==> src/verilog/sfe_pkg.sv <==
// Constants and types shared by the floating-point post-exception unit.
package sfe_pkg;

	// ********************************************************
	// Operation codes
	// ********************************************************
	typedef enum logic [3:0] {
		packed_single_add = 4'h0,
		packed_single_subtract = 4'h1,
		packed_single_multiply = 4'h2,
		packed_single_divide = 4'h3,
		scalar_single_add = 4'h4,
		scalar_single_subtract = 4'h5,
		scalar_single_multiply = 4'h6,
		scalar_single_divide = 4'h7,
		packed_single_square_root = 4'h8,
		scalar_single_square_root = 4'h9,
		packed_int_to_single = 4'hA,
		scalar_int_to_single = 4'hB,
		packed_single_to_int_rounded = 4'hC,
		packed_single_to_int_truncated = 4'hD,
		scalar_single_to_int_rounded = 4'hE,
		scalar_single_to_int_truncated = 4'hF
	} sfe_op_e;

	// ********************************************************
	// Register map and fields
	// ********************************************************
	localparam logic [7:0] SFE_ADR_CTRL = 8'h00;
	localparam logic [7:0] SFE_ADR_STAT = 8'h04;
	localparam logic [7:0] SFE_ADR_MASK = 8'h08;
	localparam int SFE_CTL_RC = 0;
	localparam int SFE_CTL_OM = 2;
	localparam int SFE_CTL_UM = 3;
	localparam int SFE_CTL_PM = 4;
	localparam logic [4:0] SFE_CTRL_RST = 5'h1C;
	localparam int SFE_ST_OVF = 0;
	localparam int SFE_ST_UNF = 1;
	localparam int SFE_ST_PRE = 2;
	localparam int SFE_ST_TRAP = 3;
	localparam logic [3:0] SFE_STAT_RST = 4'h0;
	localparam logic [3:0] SFE_MASK_RST = 4'h0;

	// ********************************************************
	// Rounding modes and number format
	// ********************************************************
	localparam logic [1:0] SFE_RC_NEAR = 2'h0;
	localparam logic [1:0] SFE_RC_DOWN = 2'h1;
	localparam logic [1:0] SFE_RC_UP = 2'h2;
	localparam logic [1:0] SFE_RC_ZERO = 2'h3;
	localparam logic signed [9:0] SFE_EXP_MAX = 10'h07F;
	localparam logic signed [9:0] SFE_EXP_MIN = 10'h382;
	localparam logic signed [9:0] SFE_BIAS = 10'h07F;
	localparam logic signed [9:0] SFE_SCALE = 10'h0C0;
	localparam logic signed [9:0] SFE_SH_CAP = 10'h01B;
	localparam logic [7:0] SFE_EXP_BIG = 8'hFE;
	localparam logic [7:0] SFE_EXP_INF = 8'hFF;
	localparam logic [22:0] SFE_FRAC_ONES = 23'h7FFFFF;
	localparam logic [22:0] SFE_FRAC_ZERO = 23'h000000;

endpackage

==> src/verilog/sfe_post_exception.sv <==
// Post-computation overflow, underflow and precision response unit.
//
// Decided for this implementation: the Wishbone interface to the registers and the register offsets.
`timescale 1ns/100ps

module sfe_post_exception
	import sfe_pkg::*;
#(
	parameter int ADR_W = 8
)
(
	// Clock and reset
	input wire logic clk_i,
	input wire logic rst_i,
	// Wishbone slave
	input wire logic wb_cyc_i,
	input wire logic wb_stb_i,
	input wire logic wb_we_i,
	input wire logic [ADR_W-1:0] wb_adr_i,
	input wire logic [3:0] wb_sel_i,
	input wire logic [31:0] wb_dat_i,
	output logic [31:0] wb_dat_o,
	output logic wb_ack_o,
	// Unrounded result from the arithmetic stage
	input wire logic in_valid_i,
	input wire sfe_op_e in_op_i,
	input wire logic in_zero_i,
	input wire logic in_sign_i,
	input wire logic signed [9:0] in_exp_i,
	input wire logic [26:0] in_sig_i,
	input wire logic [31:0] in_int_i,
	input wire logic in_int_inexact_i,
	// Delivered result
	output logic out_valid_o,
	output logic [31:0] out_res_o,
	output logic [2:0] out_flags_o,
	output logic out_trap_o,
	// Interrupt
	output logic irq_o
);

	// ********************************************************
	// Registers and decode
	// ********************************************************
	logic [4:0] ctrl;
	logic [3:0] stat;
	logic [3:0] imask;
	logic [1:0] rc;
	logic om;
	logic um;
	logic pm;
	logic wr_go;
	logic sel_ctrl;
	logic sel_stat;
	logic sel_mask;
	logic [3:0] ev;
	logic [31:0] next_rdata;

	assign rc = ctrl[SFE_CTL_RC +: 2];
	assign om = ctrl[SFE_CTL_OM];
	assign um = ctrl[SFE_CTL_UM];
	assign pm = ctrl[SFE_CTL_PM];
	assign sel_ctrl = (wb_adr_i[7:0] == SFE_ADR_CTRL);
	assign sel_stat = (wb_adr_i[7:0] == SFE_ADR_STAT);
	assign sel_mask = (wb_adr_i[7:0] == SFE_ADR_MASK);
	// A write lands on the edge that samples ack, as the master expects.
	assign wr_go = wb_cyc_i & wb_stb_i & wb_we_i & wb_ack_o & wb_sel_i[0];

	// ********************************************************
	// Rounding helper
	// ********************************************************
	function automatic logic round_inc(
		input logic [1:0] m,
		input logic s,
		input logic l,
		input logic g,
		input logic t
	);
		case (m)
			SFE_RC_NEAR: round_inc = g & (t | l);
			SFE_RC_DOWN: round_inc = s & (g | t);
			SFE_RC_UP: round_inc = ~s & (g | t);
			default: round_inc = 1'b0;
		endcase
	endfunction

	// ********************************************************
	// Result datapath
	// ********************************************************
	logic is_arith;
	logic is_toint;
	logic g_u;
	logic t_u;
	logic inc_u;
	logic inx_u;
	logic [24:0] n_sum;
	logic signed [9:0] er;
	logic ovf;
	logic unf;
	logic [9:0] eb_norm;
	logic [9:0] eb_ovf;
	logic [9:0] eb_unf;
	logic signed [9:0] sh;
	logic [5:0] sh_c;
	logic [53:0] wide;
	logic [26:0] d_sig;
	logic d_lost;
	logic g_d;
	logic t_d;
	logic inc_d;
	logic inx_d;
	logic [24:0] d_sum;
	logic big;
	logic [31:0] next_res;
	logic [2:0] next_flags;
	logic next_trap;

	always_comb
	begin
		is_arith = (in_op_i <= scalar_single_divide);
		is_toint = (in_op_i >= packed_single_to_int_rounded);
		// Round at the destination precision with unbounded exponent.
		g_u = in_sig_i[2];
		t_u = |in_sig_i[1:0];
		inc_u = round_inc(rc, in_sign_i, in_sig_i[3], g_u, t_u);
		inx_u = g_u | t_u;
		n_sum = {1'b0, in_sig_i[26:3]} + {24'h000000, inc_u};
		er = in_exp_i + $signed({9'h000, n_sum[24]});
		// Range checks apply only to the four basic operations.
		ovf = is_arith & ~in_zero_i & (er > SFE_EXP_MAX);
		unf = is_arith & ~in_zero_i & (er < SFE_EXP_MIN);
		eb_norm = er + SFE_BIAS;
		eb_ovf = er - SFE_SCALE + SFE_BIAS;
		eb_unf = er + SFE_SCALE + SFE_BIAS;
		// Denormalise from the unrounded value so rounding happens once.
		sh = SFE_EXP_MIN - in_exp_i;
		if (sh > SFE_SH_CAP)
			sh_c = SFE_SH_CAP[5:0];
		else
			sh_c = sh[5:0];
		wide = {in_sig_i, 27'h0000000} >> sh_c;
		d_sig = wide[53:27];
		d_lost = |wide[26:0];
		g_d = d_sig[2];
		t_d = (|d_sig[1:0]) | d_lost;
		inc_d = round_inc(rc, in_sign_i, d_sig[3], g_d, t_d);
		inx_d = g_d | t_d;
		d_sum = {1'b0, d_sig[26:3]} + {24'h000000, inc_d};
		if (in_sign_i)
			big = (rc == SFE_RC_UP) || (rc == SFE_RC_ZERO);
		else
			big = (rc == SFE_RC_DOWN) || (rc == SFE_RC_ZERO);
		next_res = {in_sign_i, eb_norm[7:0], n_sum[22:0]};
		next_flags = 3'h0;
		if (is_toint)
		begin
			next_res = in_int_i;
			next_flags[SFE_ST_PRE] = in_int_inexact_i;
		end
		else if (in_zero_i)
			next_res = {in_sign_i, 8'h00, SFE_FRAC_ZERO};
		else if (ovf && om)
		begin
			// Masked overflow wins whatever the precision mask says.
			next_flags[SFE_ST_OVF] = 1'b1;
			next_flags[SFE_ST_PRE] = 1'b1;
			if (big)
				next_res = {in_sign_i, SFE_EXP_BIG, SFE_FRAC_ONES};
			else
				next_res = {in_sign_i, SFE_EXP_INF, SFE_FRAC_ZERO};
		end
		else if (ovf)
		begin
			next_res = {in_sign_i, eb_ovf[7:0], n_sum[22:0]};
			next_flags[SFE_ST_OVF] = 1'b1;
			next_flags[SFE_ST_PRE] = inx_u;
		end
		else if (unf && um)
		begin
			// A carry into the hidden bit yields the smallest normal.
			next_res = {in_sign_i, 7'h00, d_sum[23:0]};
			next_flags[SFE_ST_UNF] = inx_d;
			next_flags[SFE_ST_PRE] = inx_d;
		end
		else if (unf)
		begin
			next_res = {in_sign_i, eb_unf[7:0], n_sum[22:0]};
			next_flags[SFE_ST_UNF] = 1'b1;
			next_flags[SFE_ST_PRE] = inx_u;
		end
		else
		begin
			// Square root and int-to-single also come this way.
			next_res = {in_sign_i, eb_norm[7:0], n_sum[22:0]};
			next_flags[SFE_ST_PRE] = inx_u;
		end
		// Any unmasked overflow, underflow or precision condition raises the trap.
		next_trap = (ovf & ~om) | (unf & ~um)
			| (next_flags[SFE_ST_PRE] & ~pm);
	end

	// ********************************************************
	// Output stage
	// ********************************************************
	always_ff @(posedge clk_i)
	begin
		if (rst_i)
		begin
			out_valid_o <= 1'b0;
			out_res_o <= 32'h00000000;
			out_flags_o <= 3'h0;
			out_trap_o <= 1'b0;
		end
		else
		begin
			out_valid_o <= in_valid_i;
			if (in_valid_i)
			begin
				out_res_o <= next_res;
				out_flags_o <= next_flags;
				out_trap_o <= next_trap;
			end
			else
			begin
				out_flags_o <= 3'h0;
				out_trap_o <= 1'b0;
			end
		end
	end

	// ********************************************************
	// Control register
	// ********************************************************
	always_ff @(posedge clk_i)
	begin
		if (rst_i)
			ctrl <= SFE_CTRL_RST;
		else if (wr_go && sel_ctrl)
			ctrl <= wb_dat_i[4:0];
	end

	// ********************************************************
	// Sticky status and interrupt mask
	// ********************************************************
	assign ev = {out_valid_o & out_trap_o, out_valid_o ? out_flags_o : 3'h0};

	always_ff @(posedge clk_i)
	begin
		if (rst_i)
			stat <= SFE_STAT_RST;
		else if (wr_go && sel_stat)
			stat <= (stat & ~wb_dat_i[3:0]) | ev;
		else
			stat <= stat | ev;
	end

	always_ff @(posedge clk_i)
	begin
		if (rst_i)
			imask <= SFE_MASK_RST;
		else if (wr_go && sel_mask)
			imask <= wb_dat_i[3:0];
	end

	always_ff @(posedge clk_i)
	begin
		if (rst_i)
			irq_o <= 1'b0;
		else
			irq_o <= |(stat & imask);
	end

	// ********************************************************
	// Bus answer
	// ********************************************************
	always_comb
	begin
		next_rdata = 32'h00000000;
		if (sel_ctrl)
			next_rdata[4:0] = ctrl;
		else if (sel_stat)
			next_rdata[3:0] = stat;
		else if (sel_mask)
			next_rdata[3:0] = imask;
	end

	// Every access, mapped or not, is acknowledged after one cycle.
	always_ff @(posedge clk_i)
	begin
		if (rst_i)
		begin
			wb_ack_o <= 1'b0;
			wb_dat_o <= 32'h00000000;
		end
		else
		begin
			wb_ack_o <= wb_cyc_i & wb_stb_i & ~wb_ack_o;
			if (wb_cyc_i && wb_stb_i && !wb_ack_o)
				wb_dat_o <= next_rdata;
		end
	end

endmodule

==> config.mk <==
export PLATFORM = sky130hd
export DESIGN_NAME = sfe_post_exception
export DESIGN_NICKNAME = d
export VERILOG_FILES = /design/src/verilog/sfe_pkg.sv /design/src/verilog/sfe_post_exception.sv
export SDC_FILE = /design/constraint.sdc
export NUM_CORES = 1
export LEC_CHECK = 0
export ABC_AREA = 1
export BUFFER_PORTS_ARGS = -buffer_cell sky130_fd_sc_hd__buf_2
export CAP_MARGIN = 20
export CORE_MARGIN = 3
export CORE_UTILIZATION = 33
export CTS_BUF_LIST = sky130_fd_sc_hd__clkbuf_16
export DETAILED_ROUTE_END_ITERATION = 10
export PLACE_DENSITY_LB_ADDON = 0.1
export RECOVER_POWER = 25
export SKIP_CTS_REPAIR_TIMING = 1
export SYNTH_ARGS = -nofsm -noshare
export SYNTH_HDL_FRONTEND = slang
export SYNTH_SLANG_ARGS = --single-unit
==> constraint.sdc <==
create_clock -name clk_i -period 5.5 [get_ports clk_i]
set_input_delay 0.55 -clock clk_i [delete_from_list [all_inputs] [get_ports clk_i]]
set_output_delay 0.55 -clock clk_i [all_outputs]
set_load 0.05 [all_outputs]
; ---- After elaboration in Yosys (flattened, before gate mapping)
; Index checks and enable logic that the tools add are counted.
[op_classes]
n_addsub = 9
order_cmp = 5
n_eq_ne = 5
n_shift = 1
mux = 27
bitwise = 37
reduce_logical = 19
[op_table]
columns = operator, n
row1 = 2-to-1 mux 31 bit, 5
row2 = >> shifter 54 x 6 -> 54 bit, 1
row3 = 2-to-1 mux 32 bit, 1
row4 = OR reduction 27 bit, 1
row5 = adder 24 x 1 -> 25 bit, 1
row6 = adder 24 x 1 -> 24 bit, 1
row7 = "adder 8 bit, second input constant", 3
row8 = 2-to-1 mux 24 bit, 1
row9 = AND 1 bit, 18
row10 = 2-to-1 mux 4 bit, 4
row11 = adder 10 x 2 -> 10 bit, 1
row12 = "greater-than comparator 10 x 6 -> 1 bit, second input constant", 1
row13 = "greater-than comparator 10 x 8 -> 1 bit, second input constant", 1
row14 = "< comparator 10 x 8 -> 1 bit, second input constant", 1
row15 = 2-to-1 mux 1 bit, 10
row16 = "subtractor 8 x 10 -> 10 bit, first input constant", 1
row17 = "adder 8 x 7 -> 8 bit, second input constant", 1
row18 = AND 4 bit, 2
row19 = "== test 8 x 3 -> 1 bit, second input constant", 1
row20 = "== test 8 x 4 -> 1 bit, second input constant", 1
row21 = logical NOT 8 bit, 1
row22 = OR 4 bit, 2
row23 = OR reduction 4 bit, 2
row24 = "subtractor 8 x 7 -> 8 bit, second input constant", 1
row25 = other kinds (17), 41
[word_totals]
register_bits = 57
input_bits = 126
output_inout_bits = 71
elab_cells = 115

; ---- Logic depth before layout (Yosys ltp)
[logic_depth]
ltp_word = 16
mapped_depth = 43
mapped_depth_nobuf = 42

; ---- Worst setup path after synthesis
; Ideal clock, no wire load.
[synth_timing]
path_kind = register to register
from = register ctrl[0]
to = register out_res_o[2]
setup_ps = 134
arrival_ps = 5049
required_time_ps = 5366
slack_ps = 317
stages_incl_launch_ff = 37
path_buffers = 1
period_less_slack_ps = 5183
cell_sequence = dfxtp_1 -> inv_1 -> ha_1 -> nand2_1 -> nor2_1 -> nand2_1 -> a21oi_1 -> ha_1 -> ha_1 -> nand3_1 -> nor4_1 -> nand4_1 -> nor2_1 -> inv_1 -> nor3_1 -> inv_1 -> nor3_1 -> ha_1 -> ha_1 -> nand2_1 -> nor2_1 -> inv_1 -> nor2_1 -> inv_1 -> nor2_1 -> nor2_1 -> o21ai_0 -> nand3b_1 -> a2111oi_0 -> inv_1 -> nor2_2 -> inv_1 -> clkbuf_1 -> a21oi_1 -> a21oi_1 -> o21ai_0 -> a31oi_1
[synth_between]
elab_chain_len = 12
word_cells_on_any_way = 25
[synth_rtl]
columns = element, line_no
row1 = start: declaration, sfe_post_exception.sv:45  ; logic [4:0] ctrl;
row2 = start signal: assignment, sfe_post_exception.sv:239  ; ctrl <= wb_dat_i[4:0];
row3 = "== test 2 bit, or another cell as far along", "sfe_post_exception.sv:79, sfe_post_exception.sv:150"
row4 = case mux 1 bit (3 select lines), sfe_post_exception.sv:79  ; case (m)
row5 = adder 24 x 1 -> 25 bit, sfe_post_exception.sv:127  ; n_sum = {1'b0, in_sig_i[26:3]} + {24'h000000, inc_u};
row6 = adder 10 x 2 -> 10 bit, sfe_post_exception.sv:128  ; er = in_exp_i + $signed({9'h000, n_sum[24]});
row7 = < comparator 10 x 8 -> 1 bit, sfe_post_exception.sv:131  ; unf = is_arith & ~in_zero_i & (er < SFE_EXP_MIN);
row8 = AND 1 bit, sfe_post_exception.sv:131
row9 = logical AND 1 bit, sfe_post_exception.sv:178  ; else if (unf && um)
row10 = 2-to-1 mux 31 bit, sfe_post_exception.sv:178
row11 = 2-to-1 mux 31 bit, sfe_post_exception.sv:172  ; else if (ovf)
row12 = 2-to-1 mux 31 bit (*), sfe_post_exception.sv:162  ; else if (ovf && om)
row13 = 2-to-1 mux 31 bit (*), sfe_post_exception.sv:160  ; else if (in_zero_i)
row14 = 2-to-1 mux 32 bit (*), sfe_post_exception.sv:155  ; if (is_toint)
row15 = end signal: assignment, sfe_post_exception.sv:219  ; out_res_o <= next_res;
row16 = end: declaration, sfe_post_exception.sv:35  ; output logic [31:0] out_res_o,
; Every way passes the cells marked *; elsewhere a longest branch is shown, timed or not.
; A chain may end at the register's enable or synchronous reset.

; ---- Worst setup path after layout
[layout_timing]
from = register ctrl[1]
to = register out_res_o[10]
; The elaborated chain is that of the path after synthesis.

==> run summary <==
Synth Area per Inst = 5.594 sq um
Crit path launch type = flop
Pwr/cell area = 210.4 nW/um^2
Vias per cell = 5.174
Post-route ant nets = 0
Dominant cell type by area after synthesis = nand2_1
Hold path depth = 3
Worst EP arrival = 5520 ps
Initial core utilization = 33.73%
CTS sink count = 57
Vias in the first global route = 7941
Wire per inst = 16.28 um
First-pass GRT wire length = 43.25 mm
Worst R2R Start = ctrl[1]
Largest net degree at the start of global routing = 66
Post-synth ARST share = 0%
Fraction of layout cells with a size suffix above 1 = 24.13%
Power, Total = 1943 uW
Hold Path Origin = wb_dat_i[4]
Routed WL = 28.84 mm
CTS tree = done
Worst R2R Path Depth = 36
Clock skew after layout = 9.769 ps
Final setup fails = 0
Area taken by multi-input logic gates = 5603 sq um
Iteration-0 DRC Markers = 721
Synth unique cells = 53
# diodes = 0
Worst-path maximum fanout = 7
Nets = 1626
Setup TNS = 0 ps
Slew of the pin with the lowest slew margin = 1007 ps
RSZ-0062 raised after global routing = yes
Hold Path Class = input port to flop
Die footprint = 24210 sq um
Register area = 1144 sq um
Fin crit period = 5353 ps
Hold Vio Cnt, Final = 0
Core Area = 21890 sq um
DP HPWL = 23.45 mm
CP required = 5670 ps
Top cells by area, synth = nand2_1 21%, dfxtp_1 15%, nand3_1 14%, inv_1 5.1%, o21ai_0 5.0%
# port buffers = 137
Final Core Density = 42.19%
Syn Inst Count = 1320
Seq/Total Area, Yosys = 15.45%
Initial antenna violation count = 0
Fmax = 186.8 MHz
Grt ovf = 0
Clock slew seen by the registers of the worst setup and hold paths = 50 ps
Global-route usage over all layers = 22.35%
Number of remaining DRC errors = 0
CTS Root Buffer Type = clkbuf_16
Hold_ws = 460.1 ps
Cell Area, Synth = 7385 sq um
Peak supply drop = 0.0001577 V
Leakage = 0.004480 uW
Relative slew slack = 32.84%
Fin. max-slew vios = 0
Top cell type's share of synthesized area = 20.89%
Placed Cells = 1744
Row count = 54
Crit. End Element = flop
# H-tree levels = 3
Max incr delay on CP = 370 ps
Num CTS Buffers = 9
Fill count = 2501
Number of flops mapped to enable cells by yosys = 0
Top_reg_cell synth = dfxtp_1
Max_cap viols = 0
Io pins = 197
Die X = 155.6 um
Post-route insts no fill = 1772
Die Y = 155.6 um
Clk Latency, worst-skew pair = 320 ps
Area growth syn-to-layout = 25.08%
Cell with the most instances after synthesis = nand2_1
Status = complete, no violations
CP most frequent cell = inv_2
Synth Warn # = 0
First-pass DRT Iterations = 7
Synth top cells by count = 411 x nand2_1, 207 x nand3_1, 101 x inv_1
Critical path class = flop to flop
Critical path's slowest cell = dfxtp_2
Vias = 9169
Final period util = 97.32%
Critical path origin = ctrl[1]
Synthesized flop and latch total = 57
Gp weighted congestion = 0.9481
Max clock buf depth = 2
## where the power goes
| part | internal, uW | switching (uW) |
|---|---|---|
| Sequential | 434 | 10.2 |
| Combinational | 254 | 616 |
| Clock | 438 | 191 |
## layout by cell type, fill, tap and decap left out, types with 4 or more instances in the layout
cell	n
a21oi_1	46
a21oi_2	13
a31oi_1	20
a41oi_1	5
buf_2	122
buf_4	64
buf_6	11
clkbuf_1	16
clkbuf_16	9
conb_1	27
dfxtp_1	55
ha_1	7
inv_1	94
inv_2	26
nand2_1	400
nand2_2	25
nand2_4	4
nand3_1	199
nand3_2	17
nand4_1	23
nor2_1	87
nor2_2	20
nor2_4	10
nor3_1	18
nor3_2	4
nor4_1	5
o211ai_1	9
o21a_1	4
o21ai_0	57
o21ai_1	15
o21ai_2	7
xnor2_1	5
xor2_1	22
## critical path, delay by kind of cell, from the launching register on
family / cells / cell delay, ps
buffers and inverters: 9 / 740
AO/OA/AOI/OAI: 5 / 970
AND/OR/NAND/NOR: 17 / 2120
flip-flops: 1 / 370
adder cells (fa/ha/maj): 5 / 1000
## worst paths after layout
check	endpoint	slack [ps]
hold / removal	ctrl[4]	460
hold reg to reg	stat[3]	470
setup / recovery	out_res_o[10]	150
setup reg to reg	out_res_o[10]	150
## metrics by stage
| stage | setup WS (ps) | area [sq um] |
|---|---|---|
| floorplan | 316.7 | 7482 |
| global placement | -90.44 | 8527 |
| detailed placement | -243.1 | 8532 |
| CTS | -287.6 | 8867 |
| global route | -263.3 | 9236 |
| finish | 147.2 | 9236 |
## sequential cells by signal, summed over array words and instances (netlist names)
name         flops
out_res_o       32
ctrl             5
wb_dat_o         5
imask            4
stat             4
out_flags_o      3
irq_o            1
out_trap_o       1
out_valid_o      1
wb_ack_o         1
## cell type report
type                    count  area share (%)
multi-input cells        1080           60.66
repair buffers            216           14.45
flip-flops and latches     57           12.38
inverters                 123           5.080
well taps                 280           3.793
clock buffers               9           2.438
clock inverters             7           1.192
## kinds of logic after synthesis
kind of cell | Yosys count | synth area share [%]
AOI/OAI and AO/OA | 183 | 14.03
xor gates and xnor gates | 28 | 3.575
adders and majority gates | 13 | 2.203
buffers and inverters | 209 | 13.39
DFF | 57 | 15.45
muxes | 1 | 0.1356
other | 1 | 0.05078
and+or+nand+nor | 828 | 51.17
## routing by layer
| layer | vias up | part of all wire [%] | global-route usage (%) |
|---|---|---|---|
| li1 | 4647 | - | - |
| met1 | 4151 | 47 | 33.23 |
| met2 | 336 | 45 | 34.56 |
| met3 | 35 | 6.1 | 2.607 |
| met4 | 0 | 2.0 | 5.211 |
| met5 | - | 0 | 0 |
Note: power is estimated with default switching activity, not from simulation.
